==> config.mk <==
export PLATFORM = sky130hd
export DESIGN_NAME = ogc_bank
export DESIGN_NICKNAME = d
export VERILOG_FILES = /design/src/design/ogc_pkg.sv /design/src/design/ogc_bank.sv /design/src/design/ogc_channel.sv
export SDC_FILE = /design/constraint.sdc
export NUM_CORES = 1
export LEC_CHECK = 0
export ABC_AREA = 1
export ABC_CLOCK_PERIOD_IN_PS = 1430
export BUFFER_PORTS_ARGS = -buffer_cell sky130_fd_sc_hd__clkbuf_2
export CORE_MARGIN = 3
export CORE_UTILIZATION = 47
export CTS_CLUSTER_SIZE = 8
export DETAILED_ROUTE_END_ITERATION = 10
export PLACE_DENSITY_LB_ADDON = 0.2
export SLEW_MARGIN = 20
export SYNTH_ARGS = -nofsm -noshare
export SYNTH_HDL_FRONTEND = slang
export SYNTH_SLANG_ARGS = --single-unit
==> constraint.sdc <==
create_clock -name core_clk -period 1.43 [get_ports core_clk]
set_clock_uncertainty 0.15 [all_clocks]
set_input_delay 0.0715 -clock core_clk [delete_from_list [all_inputs] [get_ports core_clk]]
set_output_delay 0.0715 -clock core_clk [all_outputs]
set_load 0.02 [all_outputs]
==> src/design/ogc_pkg.sv <==
package ogc_pkg;
   // ==========================================
   // Register map
   localparam int          OGC_ADDR_W   = 8;
   localparam int          OGC_DATA_W   = 16;
   localparam int          OGC_GAIN_W   = 6;
   localparam int          OGC_CH_N     = 4;
   localparam logic [7:0]  OGC_OFS_A_L  = 8'h68;
   localparam logic [7:0]  OGC_OFS_A_R  = 8'h69;
   localparam logic [7:0]  OGC_OFS_B_L  = 8'h6a;
   localparam logic [7:0]  OGC_OFS_B_R  = 8'h6b;
   // ==========================================
   // Field positions
   localparam int          OGC_BIT_ON     = 15;
   localparam int          OGC_BIT_SIL    = 14;
   localparam int          OGC_BIT_ZC     = 13;
   localparam int          OGC_BIT_INV    = 10;
   localparam int          OGC_BIT_STEER  = 9;
   localparam int          OGC_BIT_COMMIT = 8;
   localparam int          OGC_GAIN_HI    = 7;
   localparam int          OGC_GAIN_LO    = 2;
   // ==========================================
   // Reset values
   localparam logic [5:0]  OGC_GAIN_RST   = 6'h39;
   localparam logic        OGC_ON_RST     = 1'h0;
   localparam logic        OGC_SIL_RST    = 1'h0;
   localparam logic        OGC_ZC_RST     = 1'h0;
   localparam logic        OGC_INV_RST    = 1'h0;
   localparam logic        OGC_STEER_RST  = 1'h1;
   localparam logic [15:0] OGC_RD_ZERO    = 16'h0000;
endpackage

==> src/design/ogc_bank.sv <==
`timescale 1ns/1ns
// Overview of operation
// Bit 15 of each channel register turns that output driver on when set and resets to off.
// Bit 14 of each channel register mutes that channel when set and resets to unmuted.
// Bit 13 picks gain timing, zero applying a new gain at once and one waiting for a zero crossing.
// Written volumes stay pending until a one is written to bit 8 of either register of the pair, then both update.
// Bits 7:2 hold the six-bit volume code, from -57dB at 000000 through 0dB at 111001 to +6dB, reset 111001.
// Bit 10 of the second pair right register turns on its inverting amplifier, reset off.
// Bit 9 of the second pair right register steers the gain stage to the driver when set, else to the inverter, reset 1.
// Software sets the inverter on with steering low for the inverting path, and the reverse for the non-inverting one.
// A one in a pair update bit is a strobe moving both pending codes into the active gains in the same cycle.
module ogc_bank
   import ogc_pkg::*;
(
   input  wire  logic                  core_clk,
   input  wire  logic                  rstn,
   input  wire  logic [OGC_ADDR_W-1:0] reg_addr,
   input  wire  logic [OGC_DATA_W-1:0] reg_wdata,
   input  wire  logic                  reg_wr,
   input  wire  logic                  reg_rd,
   input  wire  logic [OGC_CH_N-1:0]   zero_cross_seen,
   output logic [OGC_DATA_W-1:0]       reg_rdata_ff,
   output logic                        pair_a_left_drive_on,
   output logic                        pair_a_right_drive_on,
   output logic                        pair_b_left_drive_on,
   output logic                        pair_b_right_drive_on,
   output logic                        pair_a_left_silence,
   output logic                        pair_a_right_silence,
   output logic                        pair_b_left_silence,
   output logic                        pair_b_right_silence,
   output logic                        pair_a_left_zero_cross_sel,
   output logic                        pair_a_right_zero_cross_sel,
   output logic                        pair_b_left_zero_cross_sel,
   output logic                        pair_b_right_zero_cross_sel,
   output logic [OGC_GAIN_W-1:0]       pair_a_left_gain_code,
   output logic [OGC_GAIN_W-1:0]       pair_a_right_gain_code,
   output logic [OGC_GAIN_W-1:0]       pair_b_left_gain_code,
   output logic [OGC_GAIN_W-1:0]       pair_b_right_gain_code,
   output logic                        pair_b_right_invert_amp_on,
   output logic                        pair_b_right_path_steer
);
   localparam logic [7:0] CH_OFS [OGC_CH_N] = '{OGC_OFS_A_L, OGC_OFS_A_R, OGC_OFS_B_L, OGC_OFS_B_R};

   logic [OGC_CH_N-1:0]   wr_hit;
   logic                  pair_a_gain_commit;
   logic                  pair_b_gain_commit;
   logic [OGC_CH_N-1:0]   ch_commit;
   logic [OGC_CH_N-1:0]   ch_on;
   logic [OGC_CH_N-1:0]   ch_sil;
   logic [OGC_CH_N-1:0]   ch_zc;
   logic [OGC_GAIN_W-1:0] ch_pend   [OGC_CH_N];
   logic [OGC_GAIN_W-1:0] ch_active [OGC_CH_N];
   logic [OGC_GAIN_W-1:0] ch_apply  [OGC_CH_N];
   logic                  inv_ff;
   logic                  steer_ff;
   logic [OGC_DATA_W-1:0] nxt_rdata;
   logic [OGC_DATA_W-1:0] reg_wdata_q;

   // ==========================================
   // Address decode and pair strobes
   always_comb
   begin
      for (int i = 0; i < OGC_CH_N; i++)
         wr_hit[i] = reg_wr && (reg_addr == CH_OFS[i]);
      pair_a_gain_commit = (wr_hit[0] || wr_hit[1]) && reg_wdata[OGC_BIT_COMMIT];
      pair_b_gain_commit = (wr_hit[2] || wr_hit[3]) && reg_wdata[OGC_BIT_COMMIT];
      ch_commit = {pair_b_gain_commit, pair_b_gain_commit, pair_a_gain_commit, pair_a_gain_commit};
   end

   // ==========================================
   // Channel slices
   genvar g;
   generate
      for (g = 0; g < OGC_CH_N; g++)
      begin : g_ch
         ogc_channel u_ch
         (
            .core_clk        (core_clk),
            .rstn            (rstn),
            .wr_en           (wr_hit[g]),
            .wdata           (reg_wdata),
            .commit          (ch_commit[g]),
            .zc_event        (zero_cross_seen[g]),
            .drive_on_ff     (ch_on[g]),
            .silence_ff      (ch_sil[g]),
            .zc_sel_ff       (ch_zc[g]),
            .pend_code_ff    (ch_pend[g]),
            .active_code_ff  (ch_active[g]),
            .applied_code_ff (ch_apply[g])
         );
      end
   endgenerate

   // ==========================================
   // Second pair right path control
   always_ff @(posedge core_clk or negedge rstn)
   begin
      if (!rstn)
      begin
         inv_ff   <= OGC_INV_RST;
         steer_ff <= OGC_STEER_RST;
      end
      else if (wr_hit[3])
      begin
         inv_ff   <= reg_wdata[OGC_BIT_INV];
         steer_ff <= reg_wdata[OGC_BIT_STEER];
      end
   end

   // ==========================================
   // Read back
   always_comb
   begin
      nxt_rdata = OGC_RD_ZERO;
      for (int i = 0; i < OGC_CH_N; i++)
      begin
         if (reg_addr == CH_OFS[i])
         begin
            nxt_rdata[OGC_BIT_ON]                = ch_on[i];
            nxt_rdata[OGC_BIT_SIL]               = ch_sil[i];
            nxt_rdata[OGC_BIT_ZC]                = ch_zc[i];
            nxt_rdata[OGC_GAIN_HI:OGC_GAIN_LO]   = ch_pend[i];
         end
      end
      if (reg_addr == OGC_OFS_B_R)
      begin
         nxt_rdata[OGC_BIT_INV]   = inv_ff;
         nxt_rdata[OGC_BIT_STEER] = steer_ff;
      end
   end

   always_ff @(posedge core_clk or negedge rstn)
   begin
      if (!rstn)
         reg_rdata_ff <= OGC_RD_ZERO;
      else if (reg_rd)
         reg_rdata_ff <= nxt_rdata;
   end

   // ==========================================
   // Outputs
   assign pair_a_left_drive_on        = ch_on[0];
   assign pair_a_right_drive_on       = ch_on[1];
   assign pair_b_left_drive_on        = ch_on[2];
   assign pair_b_right_drive_on       = ch_on[3];
   assign pair_a_left_silence         = ch_sil[0];
   assign pair_a_right_silence        = ch_sil[1];
   assign pair_b_left_silence         = ch_sil[2];
   assign pair_b_right_silence        = ch_sil[3];
   assign pair_a_left_zero_cross_sel  = ch_zc[0];
   assign pair_a_right_zero_cross_sel = ch_zc[1];
   assign pair_b_left_zero_cross_sel  = ch_zc[2];
   assign pair_b_right_zero_cross_sel = ch_zc[3];
   assign pair_a_left_gain_code       = ch_apply[0];
   assign pair_a_right_gain_code      = ch_apply[1];
   assign pair_b_left_gain_code       = ch_apply[2];
   assign pair_b_right_gain_code      = ch_apply[3];
   assign pair_b_right_invert_amp_on  = inv_ff;
   assign pair_b_right_path_steer     = steer_ff;

   // ==========================================
   // Checks
   AST_PAIR_A_TOGETHER: assert property (@(posedge core_clk) disable iff (!rstn)
      (wr_hit[0] && reg_wdata[OGC_BIT_COMMIT])
      |=> ch_active[0] == reg_wdata_q[OGC_GAIN_HI:OGC_GAIN_LO] && ch_active[1] == $past(ch_pend[1]))
      else $error("pair A did not update together");
   AST_PAIR_B_TOGETHER: assert property (@(posedge core_clk) disable iff (!rstn)
      (wr_hit[2] && reg_wdata[OGC_BIT_COMMIT])
      |=> ch_active[2] == reg_wdata_q[OGC_GAIN_HI:OGC_GAIN_LO] && ch_active[3] == $past(ch_pend[3]))
      else $error("pair B did not update together");
   AST_INV_WRITE: assert property (@(posedge core_clk) disable iff (!rstn)
      wr_hit[3] |=> pair_b_right_invert_amp_on == $past(reg_wdata[OGC_BIT_INV]))
      else $error("inverter enable not stored");
   AST_STEER_HOLD: assert property (@(posedge core_clk) disable iff (!rstn)
      !wr_hit[3] |=> $stable(pair_b_right_path_steer))
      else $error("steering changed without write");

   // ==========================================
   // Pairing, path bit, unmapped write and read back checks
   AST_PAIR_A_RIGHT: assert property (@(posedge core_clk) disable iff (!rstn)
      (wr_hit[1] && reg_wdata[OGC_BIT_COMMIT])
      |=> ch_active[1] == reg_wdata_q[OGC_GAIN_HI:OGC_GAIN_LO] && ch_active[0] == $past(ch_pend[0]))
      else $error("pair A right commit did not update both");
   AST_PAIR_B_RIGHT: assert property (@(posedge core_clk) disable iff (!rstn)
      (wr_hit[3] && reg_wdata[OGC_BIT_COMMIT])
      |=> ch_active[3] == reg_wdata_q[OGC_GAIN_HI:OGC_GAIN_LO] && ch_active[2] == $past(ch_pend[2]))
      else $error("pair B right commit did not update both");
   AST_PAIR_A_ONLY: assert property (@(posedge core_clk) disable iff (!rstn)
      pair_a_gain_commit |=> $stable(ch_active[2]) && $stable(ch_active[3]))
      else $error("pair A commit moved pair B gain");
   AST_PAIR_B_ONLY: assert property (@(posedge core_clk) disable iff (!rstn)
      pair_b_gain_commit |=> $stable(ch_active[0]) && $stable(ch_active[1]))
      else $error("pair B commit moved pair A gain");
   AST_STEER_WRITE: assert property (@(posedge core_clk) disable iff (!rstn)
      wr_hit[3] |=> pair_b_right_path_steer == $past(reg_wdata[OGC_BIT_STEER]))
      else $error("steering bit not stored");
   AST_INV_HOLD: assert property (@(posedge core_clk) disable iff (!rstn)
      !wr_hit[3] |=> $stable(pair_b_right_invert_amp_on))
      else $error("inverter enable changed without write");
   AST_RD_VOL: assert property (@(posedge core_clk) disable iff (!rstn)
      (reg_rd && reg_addr == OGC_OFS_A_L) |=> reg_rdata_ff[OGC_GAIN_HI:OGC_GAIN_LO] == $past(ch_pend[0]))
      else $error("volume read back wrong");
   AST_RD_ON: assert property (@(posedge core_clk) disable iff (!rstn)
      (reg_rd && reg_addr == OGC_OFS_B_R)
      |=> reg_rdata_ff[OGC_BIT_ON] == $past(ch_on[3]) && reg_rdata_ff[OGC_BIT_SIL] == $past(ch_sil[3]))
      else $error("enable or mute read back wrong");
   AST_RD_PATH_BITS: assert property (@(posedge core_clk) disable iff (!rstn)
      (reg_rd && reg_addr != OGC_OFS_B_R) |=> reg_rdata_ff[OGC_BIT_INV:OGC_BIT_STEER] == 2'h0)
      else $error("path bits read back outside their register");
   AST_RD_COMMIT_ZERO: assert property (@(posedge core_clk) disable iff (!rstn)
      reg_rd |=> !reg_rdata_ff[OGC_BIT_COMMIT])
      else $error("update bit read back as one");
   AST_UNMAPPED_WR: assert property (@(posedge core_clk) disable iff (!rstn)
      (reg_wr && !(|wr_hit)) |=> $stable(ch_on) && $stable(ch_sil) && $stable(ch_zc))
      else $error("unmapped write changed a control bit");
   AST_RD_HOLD: assert property (@(posedge core_clk) disable iff (!rstn)
      !reg_rd |=> $stable(reg_rdata_ff))
      else $error("read data changed without read");

   always_ff @(posedge core_clk or negedge rstn)
   begin
      if (!rstn)
         reg_wdata_q <= OGC_RD_ZERO;
      else
         reg_wdata_q <= reg_wdata;
   end
endmodule

==> src/design/ogc_channel.sv <==
`timescale 1ns/1ns
module ogc_channel
   import ogc_pkg::*;
(
   input  wire  logic                  core_clk,
   input  wire  logic                  rstn,
   input  wire  logic                  wr_en,
   input  wire  logic [OGC_DATA_W-1:0] wdata,
   input  wire  logic                  commit,
   input  wire  logic                  zc_event,
   output logic                        drive_on_ff,
   output logic                        silence_ff,
   output logic                        zc_sel_ff,
   output logic [OGC_GAIN_W-1:0]       pend_code_ff,
   output logic [OGC_GAIN_W-1:0]       active_code_ff,
   output logic [OGC_GAIN_W-1:0]       applied_code_ff
);
   logic [OGC_GAIN_W-1:0] nxt_active_code;

   // ==========================================
   // Control bits
   always_ff @(posedge core_clk or negedge rstn)
   begin
      if (!rstn)
      begin
         drive_on_ff <= OGC_ON_RST;
         silence_ff  <= OGC_SIL_RST;
         zc_sel_ff   <= OGC_ZC_RST;
      end
      else if (wr_en)
      begin
         drive_on_ff <= wdata[OGC_BIT_ON];
         silence_ff  <= wdata[OGC_BIT_SIL];
         zc_sel_ff   <= wdata[OGC_BIT_ZC];
      end
   end

   // ==========================================
   // Pending gain
   always_ff @(posedge core_clk or negedge rstn)
   begin
      if (!rstn)
         pend_code_ff <= OGC_GAIN_RST;
      else if (wr_en)
         pend_code_ff <= wdata[OGC_GAIN_HI:OGC_GAIN_LO];
   end

   // ==========================================
   // Committed gain
   always_comb
   begin
      nxt_active_code = wr_en ? wdata[OGC_GAIN_HI:OGC_GAIN_LO] : pend_code_ff;
   end

   always_ff @(posedge core_clk or negedge rstn)
   begin
      if (!rstn)
         active_code_ff <= OGC_GAIN_RST;
      else if (commit)
         active_code_ff <= nxt_active_code;
   end

   // ==========================================
   // Applied gain, immediate or on zero cross
   always_ff @(posedge core_clk or negedge rstn)
   begin
      if (!rstn)
         applied_code_ff <= OGC_GAIN_RST;
      else if (!zc_sel_ff || zc_event)
         applied_code_ff <= active_code_ff;
   end

   // ==========================================
   // Checks
   AST_ON_WRITE: assert property (@(posedge core_clk) disable iff (!rstn)
      wr_en |=> drive_on_ff == $past(wdata[OGC_BIT_ON]))
      else $error("enable bit not stored");
   AST_SIL_WRITE: assert property (@(posedge core_clk) disable iff (!rstn)
      wr_en |=> silence_ff == $past(wdata[OGC_BIT_SIL]))
      else $error("mute bit not stored");
   AST_VOL_STORE: assert property (@(posedge core_clk) disable iff (!rstn)
      wr_en |=> pend_code_ff == $past(wdata[OGC_GAIN_HI:OGC_GAIN_LO]))
      else $error("volume code not stored");
   AST_HOLD_PENDING: assert property (@(posedge core_clk) disable iff (!rstn)
      !commit |=> $stable(active_code_ff))
      else $error("gain changed without commit");
   AST_COMMIT_LOAD: assert property (@(posedge core_clk) disable iff (!rstn)
      commit |=> active_code_ff == $past(nxt_active_code))
      else $error("commit did not load gain");
   AST_IMMEDIATE: assert property (@(posedge core_clk) disable iff (!rstn)
      !zc_sel_ff |=> applied_code_ff == $past(active_code_ff))
      else $error("immediate gain not applied");
   AST_ZC_WAIT: assert property (@(posedge core_clk) disable iff (!rstn)
      (zc_sel_ff && !zc_event) |=> $stable(applied_code_ff))
      else $error("gain changed before zero cross");
endmodule

==> results.yml <==
floorplanning:
  row_count: 34
  start_util_pct: 48.8
  fp.coreArea_um2: 8810
  die_h_um: 102
  io_pins: 86
  die_w_um: 102
  die_area_um2: 10300
worst_hold_path:
  min_path_type: "primary input to register"
timing:
  setup_viol_count_final: 0
  maxSlewHeadroom_pct: 65.2
  max_freq_mhz: 744
  tightest_slew_ns: 0.522
  slew_violations: 0
  fin_crit_sh_pct: 93.9
  min_period_ns: 1.34
  rsz0062_at_grt: "false"
  hold_viol_final: 0
routing:
  drtAntennaViolNets: 0
  wl_mm: 10.0
  wl_per_cell_um: 14.3
  dr.pass1.iters: 5
  viasPerCell: 4.98
  dr_total_vias: 3501
  drcViolationCount: 0
  drt_iter0_markers: 280
outcome:
  status: "finished, final reports clean"
yosys:
  ys_seq_elements: 97
  synth_top_area_cell: "dfstp_2"
  synth_area_um2: 4300
  ys_warn_count: 0
  synth_area_leaders: "dfstp_2 30%, dfrtp_1 28%, nand2_1 16%, mux2_2 6.3%, nand3_1 3.5%"
  synth_top_area_share_pct: 29.9
  synth_seq_area_share_pct: 57.9
  synth_area_per_cell_um2: 9.15
  netlist_instances: 470
  ys_types: 25
cells_and_area:
  stdcell_area_um2: 5460
  drive_above_1_share_pct: 36.3
  multiInputGateArea_um2: 1550
  area_delta_synth_final_pct: 26.9
  regArea_um2: 2490
  antennaDiodeCount: 0
  nNetsFinal: 622
  nFillCells: 762
  stdcell_count: 703
cts:
  numCtsBuffers: 9
  root_buffer: "clkbuf_8"
  tritoncts: "built"
  htreeDepth: 3
  clkSlewWorstSetupHoldPaths_ns: 0.10
  clk_latency_ns: 0.36
  clockBufferDepth: 2
  clock-sinks: 97
global_route:
  overflow: 0
  antenna_found_initial: 0
  grt_pass1_wl_mm: 16.5
  grt_max_degree: 37
  grt_util_all_layers_pct: 20.8
  grt_pass1_vias: 3467
setup_path:
  cp_slowest_cell: "dfrtp_2"
  cp_slowest_stage_delay_ns: 0.39
  path_buf_inv: 1
  setup.worst_path.start_class: "register"
  path_max_fanout: 6
  cpLargestDelayFamily: "flip-flops"
  worstPathArrival_ns: 1.44
  cp.required_ns: 1.53
  end_kind: "register"
  worstPathCellList: "inv_1 -> or2_2 -> mux2_2"
  critPathKind: "register to register"
power:
  p_comb_share_pct: 7.8
  pwr_density_cell_nw_per_um2: 1000
  p_sw_w: 0.00131
  clockPowerShare_pct: 39.9
  seq_power_share_pct: 52.3
  leakage_nw: 2.85
  p_sw_share_pct: 23.9
  p_int_w: 0.00417
  max-vdd-ir-drop_uv: 556
job:
  cap_violations: 0
placed_design:
  place_inst: 669
  dp_hpwl_mm: 7.33
  io_buffers: 76
  place_congestion: 0.909
  dpl_cell_area_um2: 5020
## cells in the mapped netlist (all sizes together)
cell type and count:
a21oi 7, buf 17, clkbuf 6, clkinv 1
conb 1, dfrtp 48, dfstp 49, inv 36
mux2 24, nand2 185, nand3 32, nor2 21
o2111ai 2, o21ai 40, or2 1
## worst register-to-register path: stages (launching register included)
cell and delay, ns:
dfrtp_2 0.39, inv_1 0.06, or2_2 0.34, mux2_2 0.29
## routing by layer
layer	wire length, um	global-route usage, %
met1	4440	27.3
met2	4850	33.8
met3	521	4.89
met4	237	7.67
met5	0	0
## flip-flops by register name (all words and copies together) (netlist names)
name,flops
g_ch.u_ch.drive_on_ff,4
pair_b_right_path_steer,1
reg_rdata_ff,11
g_ch.u_ch.active_code_ff,24
g_ch.u_ch.applied_code_ff,24
g_ch.u_ch.silence_ff,4
pair_b_right_invert_amp_on,1
g_ch.u_ch.pend_code_ff,24
g_ch.u_ch.zc_sel_ff,4
## metrics by stage
stage	setup TNS [ns]	setup slack [ns]	utilization (%)	hold slack (ns)	power [W]
5_1_grt	0	0.0348	61.9	0.102	0.00569
2_1_floorplan	0	0.0153	-	-0.374	0.00310
4_1_cts	0	0.0277	61.9	0.0747	0.00552
3_5_place_dp	-0.345	-0.0620	57.1	-0.197	0.00330
6_report	0	0.0866	61.9	0.0742	0.00548
3_3_place_gp	0	0.000474	57.1	-0.200	0.00329
## power by group through the flow
stage	Clock (W)	Combinational, W	Sequential (W)
floorplan	0	0.000164	0.00293
global placement	0	0.000384	0.00291
detailed placement	0	0.000391	0.00291
CTS	0.00223	0.000430	0.00286
global route	0.00234	0.000475	0.00287
finish	0.00219	0.000425	0.00286
## cell usage in the layout (no fill, tap or decap), types with 2 or more instances in the layout
cell type      instances
conb_1                 5
a21oi_1                6
nor2_1                16
nor2_2                 2
dfrtp_1               47
nand2_2                4
mux2_2                24
nor2_4                 3
dfstp_2               49
clkbuf_8               9
buf_4                 29
inv_6                  3
o21ai_0               24
inv_1                 33
o21ai_1               16
nand2_1              181
nand3_1               30
dlygate4sd3_1         17
buf_12                 6
inv_2                  3
o2111ai_1              2
bufinv_16              3
clkbuf_2              75
## cell families after synthesis
logic type             Yosys count  synth area share (%)
flip-flops                      97                  57.9
buffers and inverters           60                  6.46
multiplexers                    24                  6.29
AO/OA/AOI/OAI                   49                  6.14
AND/OR/NAND/NOR                239                  23.1
other                            1                0.0872
## cell type report
cell class              instances  area share [%]
clock buffers                   9            2.27
repair buffers                128            16.4
inverters                      37            2.55
well taps                     108            2.48
flip-flops and latches         97            45.6
clock inverters                 7            2.27
multi-input cells             317            28.4
## worst paths after layout
kind                                           startpoint                              end  slack (ns)  depth (start not counted)
min in group asynchronous                            rstn          pair_b_right_path_steer        0.12                          2
max in group asynchronous                            rstn       pair_b_right_invert_amp_on        0.44                          3
setup reg to reg                   g_ch[3].u_ch.zc_sel_ff  g_ch[3].u_ch.applied_code_ff[2]        0.09                          3
hold / removal                         zero_cross_seen[1]  g_ch[1].u_ch.applied_code_ff[3]        0.07                          4
hold reg to reg            g_ch[3].u_ch.active_code_ff[4]   g_ch[3].u_ch.active_code_ff[4]        0.32                          2
setup / recovery                   g_ch[3].u_ch.zc_sel_ff  g_ch[3].u_ch.applied_code_ff[2]        0.09                          3
## timing repair
item | 4_1_cts | 5_1_grt
endpoints found under the hold margin | 159 | 0
setup buffers | 0 | 0
hold buffers | 18 | 0
gates resized for setup | 0 | 1
setup endpoints to repair | 0 | 11
Note: power is estimated with default switching activity, not from simulation.
